### config.mk
export PLATFORM = sky130hd
export DESIGN_NAME = ssau_unit
export DESIGN_NICKNAME = d
export VERILOG_FILES = /design/src/ssau_pkg.sv /design/src/ssau_unit.sv
export SDC_FILE = /design/constraint.sdc
export NUM_CORES = 1
export LEC_CHECK = 0
export BUFFER_PORTS_ARGS = -buffer_cell sky130_fd_sc_hd__buf_4
export CORE_AREA = 2 2 205 207
export CTS_BUF_LIST = sky130_fd_sc_hd__clkbuf_8
export CTS_CLUSTER_SIZE = 20
export DETAILED_ROUTE_END_ITERATION = 16
export DIE_AREA = 0 0 207 209
export GPL_ROUTABILITY_DRIVEN = 0
export PLACE_DENSITY = 0.58
export SLEW_MARGIN = 0
export SYNTH_ARGS = -nofsm -noshare
export SYNTH_HDL_FRONTEND = slang
export SYNTH_SLANG_ARGS = --single-unit
### constraint.sdc
create_clock -name clk -period 1.63 [get_ports clk]
set_clock_uncertainty 0.15 [all_clocks]
set_input_delay 0.326 -clock clk [delete_from_list [all_inputs] [get_ports clk]]
set_output_delay 0.326 -clock clk [all_outputs]
set_load 0.01 [all_outputs]
### src/ssau_pkg.sv
// ==========================================================================
// saturating simd arithmetic unit: shared types and constants
// ==========================================================================
package ssau_pkg;

	localparam int WORD_W = 32;
	localparam int HALF_W = 16;
	localparam int BYTE_W = 8;
	localparam int NUM_HALVES = 2;
	localparam int NUM_BYTES = 4;
	localparam int SAT_POS_W = 5;

	// accepted saturation bit positions
	localparam logic [SAT_POS_W-1:0] SPOS_SIGNED_MIN = 5'h01;
	localparam logic [SAT_POS_W-1:0] SPOS_SIGNED_MAX = 5'h10;
	localparam logic [SAT_POS_W-1:0] SPOS_UNSIGNED_MIN = 5'h00;
	localparam logic [SAT_POS_W-1:0] SPOS_UNSIGNED_MAX = 5'h0F;

	// ======================================================================
	// operation codes
	// ======================================================================
	typedef enum logic [3:0] {
		OP_NONE = 4'h0,
		OP_SIGNED_DUAL_HALF_CLAMP = 4'h1,
		OP_UNSIGNED_DUAL_HALF_CLAMP = 4'h2,
		OP_SAT_ADD_WORD = 4'h3,
		OP_SAT_SUB_WORD = 4'h4,
		OP_SAT_ADD_BYTES = 4'h5,
		OP_SAT_SUB_BYTES = 4'h6,
		OP_SAT_ADD_HALVES = 4'h7,
		OP_SAT_SUB_HALVES = 4'h8,
		OP_SAT_ADD_SUB_EXCHANGE = 4'h9,
		OP_SAT_SUB_ADD_EXCHANGE = 4'hA
	} ssau_op_t;

	// ======================================================================
	// application status register image
	// ======================================================================
	typedef struct packed {
		logic neg;
		logic zero;
		logic carry;
		logic ovf;
		logic sticky_sat;
	} ssau_status_t;

	localparam ssau_status_t STATUS_RESET = 5'h00;

	// ======================================================================
	// request and answer carriers
	// ======================================================================
	typedef struct packed {
		logic valid;
		ssau_op_t op;
		logic cond_pass;
		logic [SAT_POS_W-1:0] sat_pos;
		logic [WORD_W-1:0] first_operand_reg;
		logic [WORD_W-1:0] second_operand_reg;
	} ssau_issue_t;

	typedef struct packed {
		logic valid;
		logic wr_en;
		logic saturated;
		logic [WORD_W-1:0] data;
	} ssau_result_t;

	typedef struct packed {
		logic wr;
		ssau_status_t data;
	} ssau_status_wr_t;

endpackage : ssau_pkg

### src/ssau_unit.sv
`timescale 1ns/100ps
// Summary of operation
// - signed dual-half clamp saturates each halfword to signed n bits
// - unsigned dual-half clamp saturates each halfword to unsigned n bits
// - bit position 0..15 unsigned, up to 16 signed
// - any clamped lane of dual-half clamp sets sticky flag
// - word add/sub computes full signed result, clamps to 32 bits
// - byte add/sub: four signed 8-bit lanes, each clamped
// - halfword add/sub: two signed 16-bit lanes, each clamped
// - add/sub results clamp to minus 2^(w-1) .. 2^(w-1)-1
// - word add/sub sets sticky flag only when result clamped
// - byte and halfword add/sub never touch sticky flag
// - sticky flag cleared only by reset or status write, read only by status read
// - no operation alters negative, zero, carry, overflow flags
// - add-sub-exchange top: first top plus second bottom, clamped
// - add-sub-exchange bottom: first bottom minus second top, clamped
// - sub-add-exchange top: first top minus second bottom, clamped
// - sub-add-exchange bottom: first bottom plus second top, clamped
// - exchange results clamp to -32768 .. 32767
// - failed condition writes no result and changes no flag
// - saturated means clamped value differs from exact value
module ssau_unit
	import ssau_pkg::*;
(
	input wire logic clk,
	input wire logic rst,
	input wire ssau_issue_t issue,
	output logic issue_ready,
	input wire ssau_status_wr_t move_to_status_reg,
	input wire logic move_from_status_reg,
	output ssau_result_t result,
	output ssau_status_t status_rd_data,
	output logic status_rd_valid,
	output ssau_status_t application_status_reg
);

	// ======================================================================
	// signed and unsigned clamp helpers
	// ======================================================================
	function automatic logic [HALF_W:0] clamp_half_signed(
		input logic signed [HALF_W:0] x,
		input logic [SAT_POS_W-1:0] n
	);
		logic signed [HALF_W+1:0] hi;
		logic signed [HALF_W+1:0] lo;
		logic signed [HALF_W+1:0] xe;
		logic [SAT_POS_W-1:0] nn;
		logic [HALF_W-1:0] outv;
		logic sat;
		nn = n;
		if (nn < SPOS_SIGNED_MIN) begin
			nn = SPOS_SIGNED_MIN;
		end
		if (nn > SPOS_SIGNED_MAX) begin
			nn = SPOS_SIGNED_MAX;
		end
		hi = (18'sh00001 <<< (nn - 5'h01)) - 18'sh00001;
		lo = -hi - 18'sh00001;
		xe = {x[HALF_W], x};
		sat = 1'b0;
		outv = x[HALF_W-1:0];
		if (xe > hi) begin
			outv = hi[HALF_W-1:0];
			sat = 1'b1;
		end else if (xe < lo) begin
			outv = lo[HALF_W-1:0];
			sat = 1'b1;
		end
		return {sat, outv};
	endfunction : clamp_half_signed

	function automatic logic [HALF_W:0] clamp_half_unsigned(
		input logic signed [HALF_W:0] x,
		input logic [SAT_POS_W-1:0] n
	);
		logic signed [HALF_W+1:0] hi;
		logic signed [HALF_W+1:0] xe;
		logic [SAT_POS_W-1:0] nn;
		logic [HALF_W-1:0] outv;
		logic sat;
		nn = n;
		if (nn > SPOS_UNSIGNED_MAX) begin
			nn = SPOS_UNSIGNED_MAX;
		end
		hi = (18'sh00001 <<< nn) - 18'sh00001;
		xe = {x[HALF_W], x};
		sat = 1'b0;
		outv = x[HALF_W-1:0];
		if (xe > hi) begin
			outv = hi[HALF_W-1:0];
			sat = 1'b1;
		end else if (xe < 18'sh00000) begin
			outv = 16'h0000;
			sat = 1'b1;
		end
		return {sat, outv};
	endfunction : clamp_half_unsigned

	// ======================================================================
	// operation decode
	// ======================================================================
	logic take;
	logic is_sclamp;
	logic is_uclamp;
	logic is_word;
	logic is_bytes;
	logic is_halves;
	logic word_sub;
	logic bytes_sub;
	logic op_asx;
	logic op_sax;
	logic op_hsub;
	logic [WORD_W-1:0] opa;
	logic [WORD_W-1:0] opb;

	assign issue_ready = 1'b1;
	assign take = issue.valid;
	assign opa = issue.first_operand_reg;
	assign opb = issue.second_operand_reg;
	assign is_sclamp = (issue.op == OP_SIGNED_DUAL_HALF_CLAMP);
	assign is_uclamp = (issue.op == OP_UNSIGNED_DUAL_HALF_CLAMP);
	assign is_word = (issue.op == OP_SAT_ADD_WORD) || (issue.op == OP_SAT_SUB_WORD);
	assign word_sub = (issue.op == OP_SAT_SUB_WORD);
	assign is_bytes = (issue.op == OP_SAT_ADD_BYTES) || (issue.op == OP_SAT_SUB_BYTES);
	assign bytes_sub = (issue.op == OP_SAT_SUB_BYTES);
	assign op_asx = (issue.op == OP_SAT_ADD_SUB_EXCHANGE);
	assign op_sax = (issue.op == OP_SAT_SUB_ADD_EXCHANGE);
	assign op_hsub = (issue.op == OP_SAT_SUB_HALVES);
	assign is_halves = (issue.op == OP_SAT_ADD_HALVES) || op_hsub || op_asx || op_sax;

	// ======================================================================
	// dual-halfword clamp lanes
	// ======================================================================
	logic [WORD_W-1:0] sclamp_data;
	logic [WORD_W-1:0] uclamp_data;
	logic [NUM_HALVES-1:0] sclamp_sat;
	logic [NUM_HALVES-1:0] uclamp_sat;

	for (genvar h = 0; h < NUM_HALVES; h++) begin : g_clamp
		logic signed [HALF_W:0] src;
		logic [HALF_W:0] s_res;
		logic [HALF_W:0] u_res;
		assign src = {opb[h*HALF_W+HALF_W-1], opb[h*HALF_W +: HALF_W]};
		assign s_res = clamp_half_signed(src, issue.sat_pos);
		assign u_res = clamp_half_unsigned(src, issue.sat_pos);
		assign sclamp_data[h*HALF_W +: HALF_W] = s_res[HALF_W-1:0];
		assign uclamp_data[h*HALF_W +: HALF_W] = u_res[HALF_W-1:0];
		assign sclamp_sat[h] = s_res[HALF_W];
		assign uclamp_sat[h] = u_res[HALF_W];
	end

	// ======================================================================
	// 32-bit saturating add / subtract
	// ======================================================================
	localparam logic signed [WORD_W:0] WORD_MAX = 33'sh0_7FFF_FFFF;
	localparam logic signed [WORD_W:0] WORD_MIN = -33'sh0_8000_0000;
	logic signed [WORD_W:0] word_exact;
	logic [WORD_W-1:0] word_data;
	logic word_sat;

	always_comb begin
		if (word_sub) begin
			word_exact = $signed({opa[WORD_W-1], opa}) - $signed({opb[WORD_W-1], opb});
		end else begin
			word_exact = $signed({opa[WORD_W-1], opa}) + $signed({opb[WORD_W-1], opb});
		end
		word_sat = 1'b0;
		word_data = word_exact[WORD_W-1:0];
		if (word_exact > WORD_MAX) begin
			word_data = WORD_MAX[WORD_W-1:0];
			word_sat = 1'b1;
		end else if (word_exact < WORD_MIN) begin
			word_data = WORD_MIN[WORD_W-1:0];
			word_sat = 1'b1;
		end
	end

	// ======================================================================
	// byte lanes, each with its own adder so no carry crosses a lane
	// ======================================================================
	localparam logic signed [BYTE_W:0] BYTE_MAX = 9'sh07F;
	localparam logic signed [BYTE_W:0] BYTE_MIN = -9'sh080;
	logic [WORD_W-1:0] bytes_data;
	logic [NUM_BYTES-1:0] bytes_sat;

	for (genvar b = 0; b < NUM_BYTES; b++) begin : g_byte
		logic signed [BYTE_W:0] xa;
		logic signed [BYTE_W:0] xb;
		logic signed [BYTE_W:0] ex;
		assign xa = {opa[b*BYTE_W+BYTE_W-1], opa[b*BYTE_W +: BYTE_W]};
		assign xb = {opb[b*BYTE_W+BYTE_W-1], opb[b*BYTE_W +: BYTE_W]};
		assign ex = bytes_sub ? (xa - xb) : (xa + xb);
		always_comb begin
			bytes_sat[b] = 1'b0;
			bytes_data[b*BYTE_W +: BYTE_W] = ex[BYTE_W-1:0];
			if (ex > BYTE_MAX) begin
				bytes_data[b*BYTE_W +: BYTE_W] = BYTE_MAX[BYTE_W-1:0];
				bytes_sat[b] = 1'b1;
			end else if (ex < BYTE_MIN) begin
				bytes_data[b*BYTE_W +: BYTE_W] = BYTE_MIN[BYTE_W-1:0];
				bytes_sat[b] = 1'b1;
			end
		end
	end

	// ======================================================================
	// halfword lanes, plain and exchanged
	// ======================================================================
	localparam logic signed [HALF_W:0] HALF_MAX = 17'sh07FFF;
	localparam logic signed [HALF_W:0] HALF_MIN = -17'sh08000;
	logic [WORD_W-1:0] halves_data;
	logic [NUM_HALVES-1:0] halves_sat;

	for (genvar h = 0; h < NUM_HALVES; h++) begin : g_half
		localparam int XH = NUM_HALVES - 1 - h;
		logic signed [HALF_W:0] xa;
		logic signed [HALF_W:0] xb_same;
		logic signed [HALF_W:0] xb_swap;
		logic signed [HALF_W:0] xb;
		logic lane_sub;
		logic signed [HALF_W:0] ex;
		assign xa = {opa[h*HALF_W+HALF_W-1], opa[h*HALF_W +: HALF_W]};
		assign xb_same = {opb[h*HALF_W+HALF_W-1], opb[h*HALF_W +: HALF_W]};
		assign xb_swap = {opb[XH*HALF_W+HALF_W-1], opb[XH*HALF_W +: HALF_W]};
		// exchange variants pair each first-operand half with the other second-operand half
		assign xb = (op_asx || op_sax) ? xb_swap : xb_same;
		// top lane subtracts for sub-add, bottom lane subtracts for add-sub
		assign lane_sub = op_hsub || (op_asx && (h == 0)) || (op_sax && (h == 1));
		assign ex = lane_sub ? (xa - xb) : (xa + xb);
		always_comb begin
			halves_sat[h] = 1'b0;
			halves_data[h*HALF_W +: HALF_W] = ex[HALF_W-1:0];
			if (ex > HALF_MAX) begin
				halves_data[h*HALF_W +: HALF_W] = HALF_MAX[HALF_W-1:0];
				halves_sat[h] = 1'b1;
			end else if (ex < HALF_MIN) begin
				halves_data[h*HALF_W +: HALF_W] = HALF_MIN[HALF_W-1:0];
				halves_sat[h] = 1'b1;
			end
		end
	end

	// ======================================================================
	// result select
	// ======================================================================
	logic [WORD_W-1:0] sel_data;
	logic sel_sat;
	logic sel_sets_sticky;
	logic known_op;

	always_comb begin
		sel_data = '0;
		sel_sat = 1'b0;
		sel_sets_sticky = 1'b0;
		known_op = 1'b1;
		if (is_sclamp) begin
			sel_data = sclamp_data;
			sel_sat = |sclamp_sat;
			sel_sets_sticky = |sclamp_sat;
		end else if (is_uclamp) begin
			sel_data = uclamp_data;
			sel_sat = |uclamp_sat;
			sel_sets_sticky = |uclamp_sat;
		end else if (is_word) begin
			sel_data = word_data;
			sel_sat = word_sat;
			sel_sets_sticky = word_sat;
		end else if (is_bytes) begin
			sel_data = bytes_data;
			sel_sat = |bytes_sat;
			sel_sets_sticky = 1'b0;
		end else if (is_halves) begin
			sel_data = halves_data;
			sel_sat = |halves_sat;
			sel_sets_sticky = 1'b0;
		end else begin
			known_op = 1'b0;
		end
	end

	// ======================================================================
	// result register
	// ======================================================================
	logic executes;
	assign executes = take && known_op && issue.cond_pass;

	always_ff @(posedge clk or posedge rst) begin
		if (rst) begin
			result <= '0;
		end else begin
			result.valid <= take;
			result.wr_en <= executes;
			result.saturated <= executes && sel_sat;
			if (executes) begin
				result.data <= sel_data;
			end
		end
	end

	// ======================================================================
	// application status register
	// ======================================================================
	logic sticky_set;
	assign sticky_set = executes && sel_sets_sticky;

	always_ff @(posedge clk or posedge rst) begin
		if (rst) begin
			application_status_reg <= STATUS_RESET;
		end else begin
			// condition flags follow only the status write path
			if (move_to_status_reg.wr) begin
				application_status_reg.neg <= move_to_status_reg.data.neg;
				application_status_reg.zero <= move_to_status_reg.data.zero;
				application_status_reg.carry <= move_to_status_reg.data.carry;
				application_status_reg.ovf <= move_to_status_reg.data.ovf;
			end
			// a saturation in the same cycle as a clearing write wins
			if (sticky_set) begin
				application_status_reg.sticky_sat <= 1'b1;
			end else if (move_to_status_reg.wr) begin
				application_status_reg.sticky_sat <= move_to_status_reg.data.sticky_sat;
			end
		end
	end

	// ======================================================================
	// status read port
	// ======================================================================
	always_ff @(posedge clk or posedge rst) begin
		if (rst) begin
			status_rd_data <= STATUS_RESET;
			status_rd_valid <= 1'b0;
		end else begin
			status_rd_valid <= move_from_status_reg;
			if (move_from_status_reg) begin
				status_rd_data <= application_status_reg;
			end
		end
	end

endmodule : ssau_unit

==> reports/metrics.yaml <==
crit_buf_inv: 5
grt_first_pass_wirelength_mm: 112
detail_route.iter0.violations: 2087
grt_overflow: 0
cp_slowest_cell: "sky130_fd_sc_hd__a22oi_2"
synthesis.yosys.warnings: 0
hpwl_mm: 61.4
detail_route.vias_per_cell: 5.85
critPathLaunchType: "input pin"
ys_top_cells_by_area: "sky130_fd_sc_hd__ha_1 (19%), sky130_fd_sc_hd__dfrtp_1 (8.1%), sky130_fd_sc_hd__xnor2_1 (6.7%)"
cts.sink_count: 46
cts_tree: "yes"
max_stage_delay_ns: 0.41
cellPowerDensity_nw_per_um2: 615
worstSkewPairLatency_ns: 0.33
fill_cells: 3775
synth_most_common_cell: "sky130_fd_sc_hd__ha_1"
leakage_power_nw: 10.7
final.setup.worst_slack_ns: -2.82
finalHoldViolCount: 0
avg_inst_size_synth_sq_um: 7.20
antenna_left: 0
min_to: "application_status_reg[1]"
ys_seq_area_frac: 0.0811
routedWlPerCell_microns: 22.8
post_synthesis_cell_area_sq_um: 14200
largest_register_ff_count: 35
layout_min_cycle_time_ns: 4.45
antenna_found_initial: 1
io_buffer_count: 129
initial_util: 0.344
fin_tns_setup_ns: -92.27
crit_path_capture_type: "flip-flop"
timing.reg2reg.worst_path_depth: 2
clock_buffers_created_by_tritoncts: 5
maxSlewHeadroom: 0.575
yosys_register_bits: 46
worstPathMaxFanout: 4
setup_viol_count_final: 34
synth_edf_count: 0
ff2ff_setup_slack_ns: 0.24
grt_start_max_net_pins: 34
hp-start: "move_to_status_reg[1]"
worstReg2RegEnd: "application_status_reg[0]"
synth_cell_types: 98
num_vias: 19303
crit_path_cell_trace: "buf_4 -> buf_4 -> nor4_4 -> nand3_1 -> buf_4 -> nor2_4 -> a21oi_1 -> xnor2_1 -> ha_1 -> nand2_1 -> buf_4 -> nor2_1 -> o41ai_4 -> or3_1 -> a22oi_2 -> buf_4 -> o21ai_4 -> a21o_1 -> a222oi_1 -> a21oi_1"
ctsHtreeMaxLevel: 2
worst_path_dominant_cell_family: "simple AND/OR/NAND/NOR gates"
timing.critical_path.mode_cell: "sky130_fd_sc_hd__buf_4"
clk_path_buf_depth: 2
track_usage: 0.334
dr.pass1.iters: 7
maxCapViolations: 0
timing_worst_slew_pin_value_ns: 0.638
timing.final.max_slew_violations: 0
design.portCount: 131
hp-class: "in -> reg"
vdd_drop_max_uv: 365
die_height_microns: 209
grt_pass1_vias: 18871
asyncSetResetFlopFracSynth: 1.00
worst_hold_path.num_cells: 2
rsz0062_at_grt: "true"
clkTransAtPathRegs_ns: 0.11
design.die.area_sq_um: 43300
critical_path.reg2reg.startpoint: "application_status_reg[0]"
detail_route.wirelength_mm: 75.2
flow.area_growth_from_synthesis_pct: 62.3
synthDominantCellAreaShare: 0.194
arrival_ns: 4.49
yosys_most_used_dff: "sky130_fd_sc_hd__dfrtp_1"
final_nets: 3071
postSynthCellCount: 1971
yosys.area.top_type: "sky130_fd_sc_hd__ha_1"
status: "finished with violations"
final.period_utilization: 2.73
max_freq_mhz: 225
timing.critical_path.required_ns: 1.68
rows: 75
critical_path_class: "in -> reg"
core_area_sq_um: 41300
final_layout_size_suffix_gt1_frac: 0.412
clock_tree.root_cell: "sky130_fd_sc_hd__clkbuf_8"
chipWidth_microns: 207
hold_slack_ns: 0.0733
failed_checks: "negative setup slack"
synth_top_cells_by_count: "sky130_fd_sc_hd__ha_1 (220), sky130_fd_sc_hd__nor2_1 (198), sky130_fd_sc_hd__a21oi_1 (166), sky130_fd_sc_hd__nand2_1 (157), sky130_fd_sc_hd__o21ai_0 (139)"
drc: 0
[final cells by class]
| cell class | count | area (sq um) | share of cell area |
|---|---|---|---|
| Clock buffer | 5 | 68.8 | 0.00299 |
| Clock inverter | 3 | 48.8 | 0.00212 |
| Sequential cell | 46 | 1150 | 0.0500 |
| Tap cell | 539 | 674 | 0.0293 |
| Timing Repair Buffer | 881 | 6980 | 0.303 |
| Inverter | 81 | 307 | 0.0133 |
| Multi-Input combinational cell | 1745 | 13800 | 0.599 |
| Antenna cell | 2 | 5.00 | 0.000217 |
[worst max path at each step]
stage                     cells after the start  slack, ns          to  startpoint
after floorplan                              23      -3.07  result[11]   issue[71]
after global placement                       24      -3.46  result[22]   issue[71]
after detailed placement                     24      -3.40  result[22]   issue[71]
after CTS                                    20      -2.61   result[3]   issue[14]
after global routing                         19      -2.96  result[23]    issue[2]
final                                        20      -2.82  result[23]    issue[2]
[where the power goes]
part	switching, mW	total [mW]	internal [mW]
Clock	0.480	0.948	0.468
Sequential	0.299	1.71	1.41
Combinational	5.98	11.5	5.52
Total	6.76	14.2	7.40
[cell families after synthesis]
family,synth area share
AOI/OAI and AO/OA,0.283
xor gates and xnor gates,0.109
adders and majority gates,0.204
buffers and inverters,0.0534
DFF,0.0811
muxes,0.0397
other,0.000529
and+or+nand+nor,0.229
[metal layers]
metal,GRT usage,up-vias,wire length (microns)
met5,0,-,0
met3,0.0652,323,7260
met4,0.238,0,6830
met1,0.415,9052,29200
met2,0.517,1125,31900
li1,-,8803,-
[cell usage in the layout (no fill, tap or decap), types with 11 or more instances in the layout]
| master | n |
|---|---|
| sky130_fd_sc_hd__buf_4 | 831 |
| sky130_fd_sc_hd__ha_1 | 206 |
| sky130_fd_sc_hd__nor2_1 | 174 |
| sky130_fd_sc_hd__nand2_1 | 150 |
| sky130_fd_sc_hd__a21oi_1 | 146 |
| sky130_fd_sc_hd__o21ai_0 | 105 |
| sky130_fd_sc_hd__xnor2_1 | 101 |
| sky130_fd_sc_hd__inv_1 | 72 |
| sky130_fd_sc_hd__xor2_1 | 64 |
| sky130_fd_sc_hd__dfrtp_1 | 46 |
| sky130_fd_sc_hd__nand2b_1 | 39 |
| sky130_fd_sc_hd__nand3_1 | 38 |
| sky130_fd_sc_hd__nor3_1 | 36 |
| sky130_fd_sc_hd__mux2i_1 | 34 |
| sky130_fd_sc_hd__o21ai_1 | 31 |
| sky130_fd_sc_hd__a21o_1 | 27 |
| sky130_fd_sc_hd__a31oi_1 | 27 |
| sky130_fd_sc_hd__o22ai_1 | 25 |
| sky130_fd_sc_hd__buf_6 | 25 |
| sky130_fd_sc_hd__nor2b_1 | 24 |
| sky130_fd_sc_hd__o211ai_1 | 21 |
| sky130_fd_sc_hd__o21a_1 | 20 |
| sky130_fd_sc_hd__mux2_2 | 18 |
| sky130_fd_sc_hd__buf_12 | 18 |
| sky130_fd_sc_hd__nand4_1 | 17 |
| sky130_fd_sc_hd__a211oi_1 | 17 |
| sky130_fd_sc_hd__a22oi_1 | 16 |
| sky130_fd_sc_hd__and3_1 | 15 |
| sky130_fd_sc_hd__a21oi_2 | 15 |
| sky130_fd_sc_hd__nor2_4 | 13 |
| sky130_fd_sc_hd__and2_1 | 13 |
| sky130_fd_sc_hd__or3_1 | 12 |
| sky130_fd_sc_hd__nor2_2 | 12 |
| sky130_fd_sc_hd__nand3b_1 | 12 |
| sky130_fd_sc_hd__conb_1 | 11 |
[timing repair]
action                                 in CTS  in global routing
gates resized for setup                   172                 55
endpoints found under the hold margin      14                  1
setup endpoints to repair                  35                 35
hold buffers                                2                  1
pin swaps                                 105                 40
setup buffers                              47                 12
gates cloned                                2                  0
[per-stage QoR]
step	cell area (sq um)	instances	worst slack [ns]	util	power (mW)
after global placement	21400	3233	-3.46	0.518	11.6
after global routing	23000	3300	-2.96	0.558	14.9
after detailed placement	21400	3233	-3.40	0.518	11.8
final	23000	3302	-2.82	0.558	14.2
after floorplan	15000	1980	-3.07	-	6.74
after CTS	22700	3289	-2.61	0.550	13.6
Power figures use the tool's default switching activity.
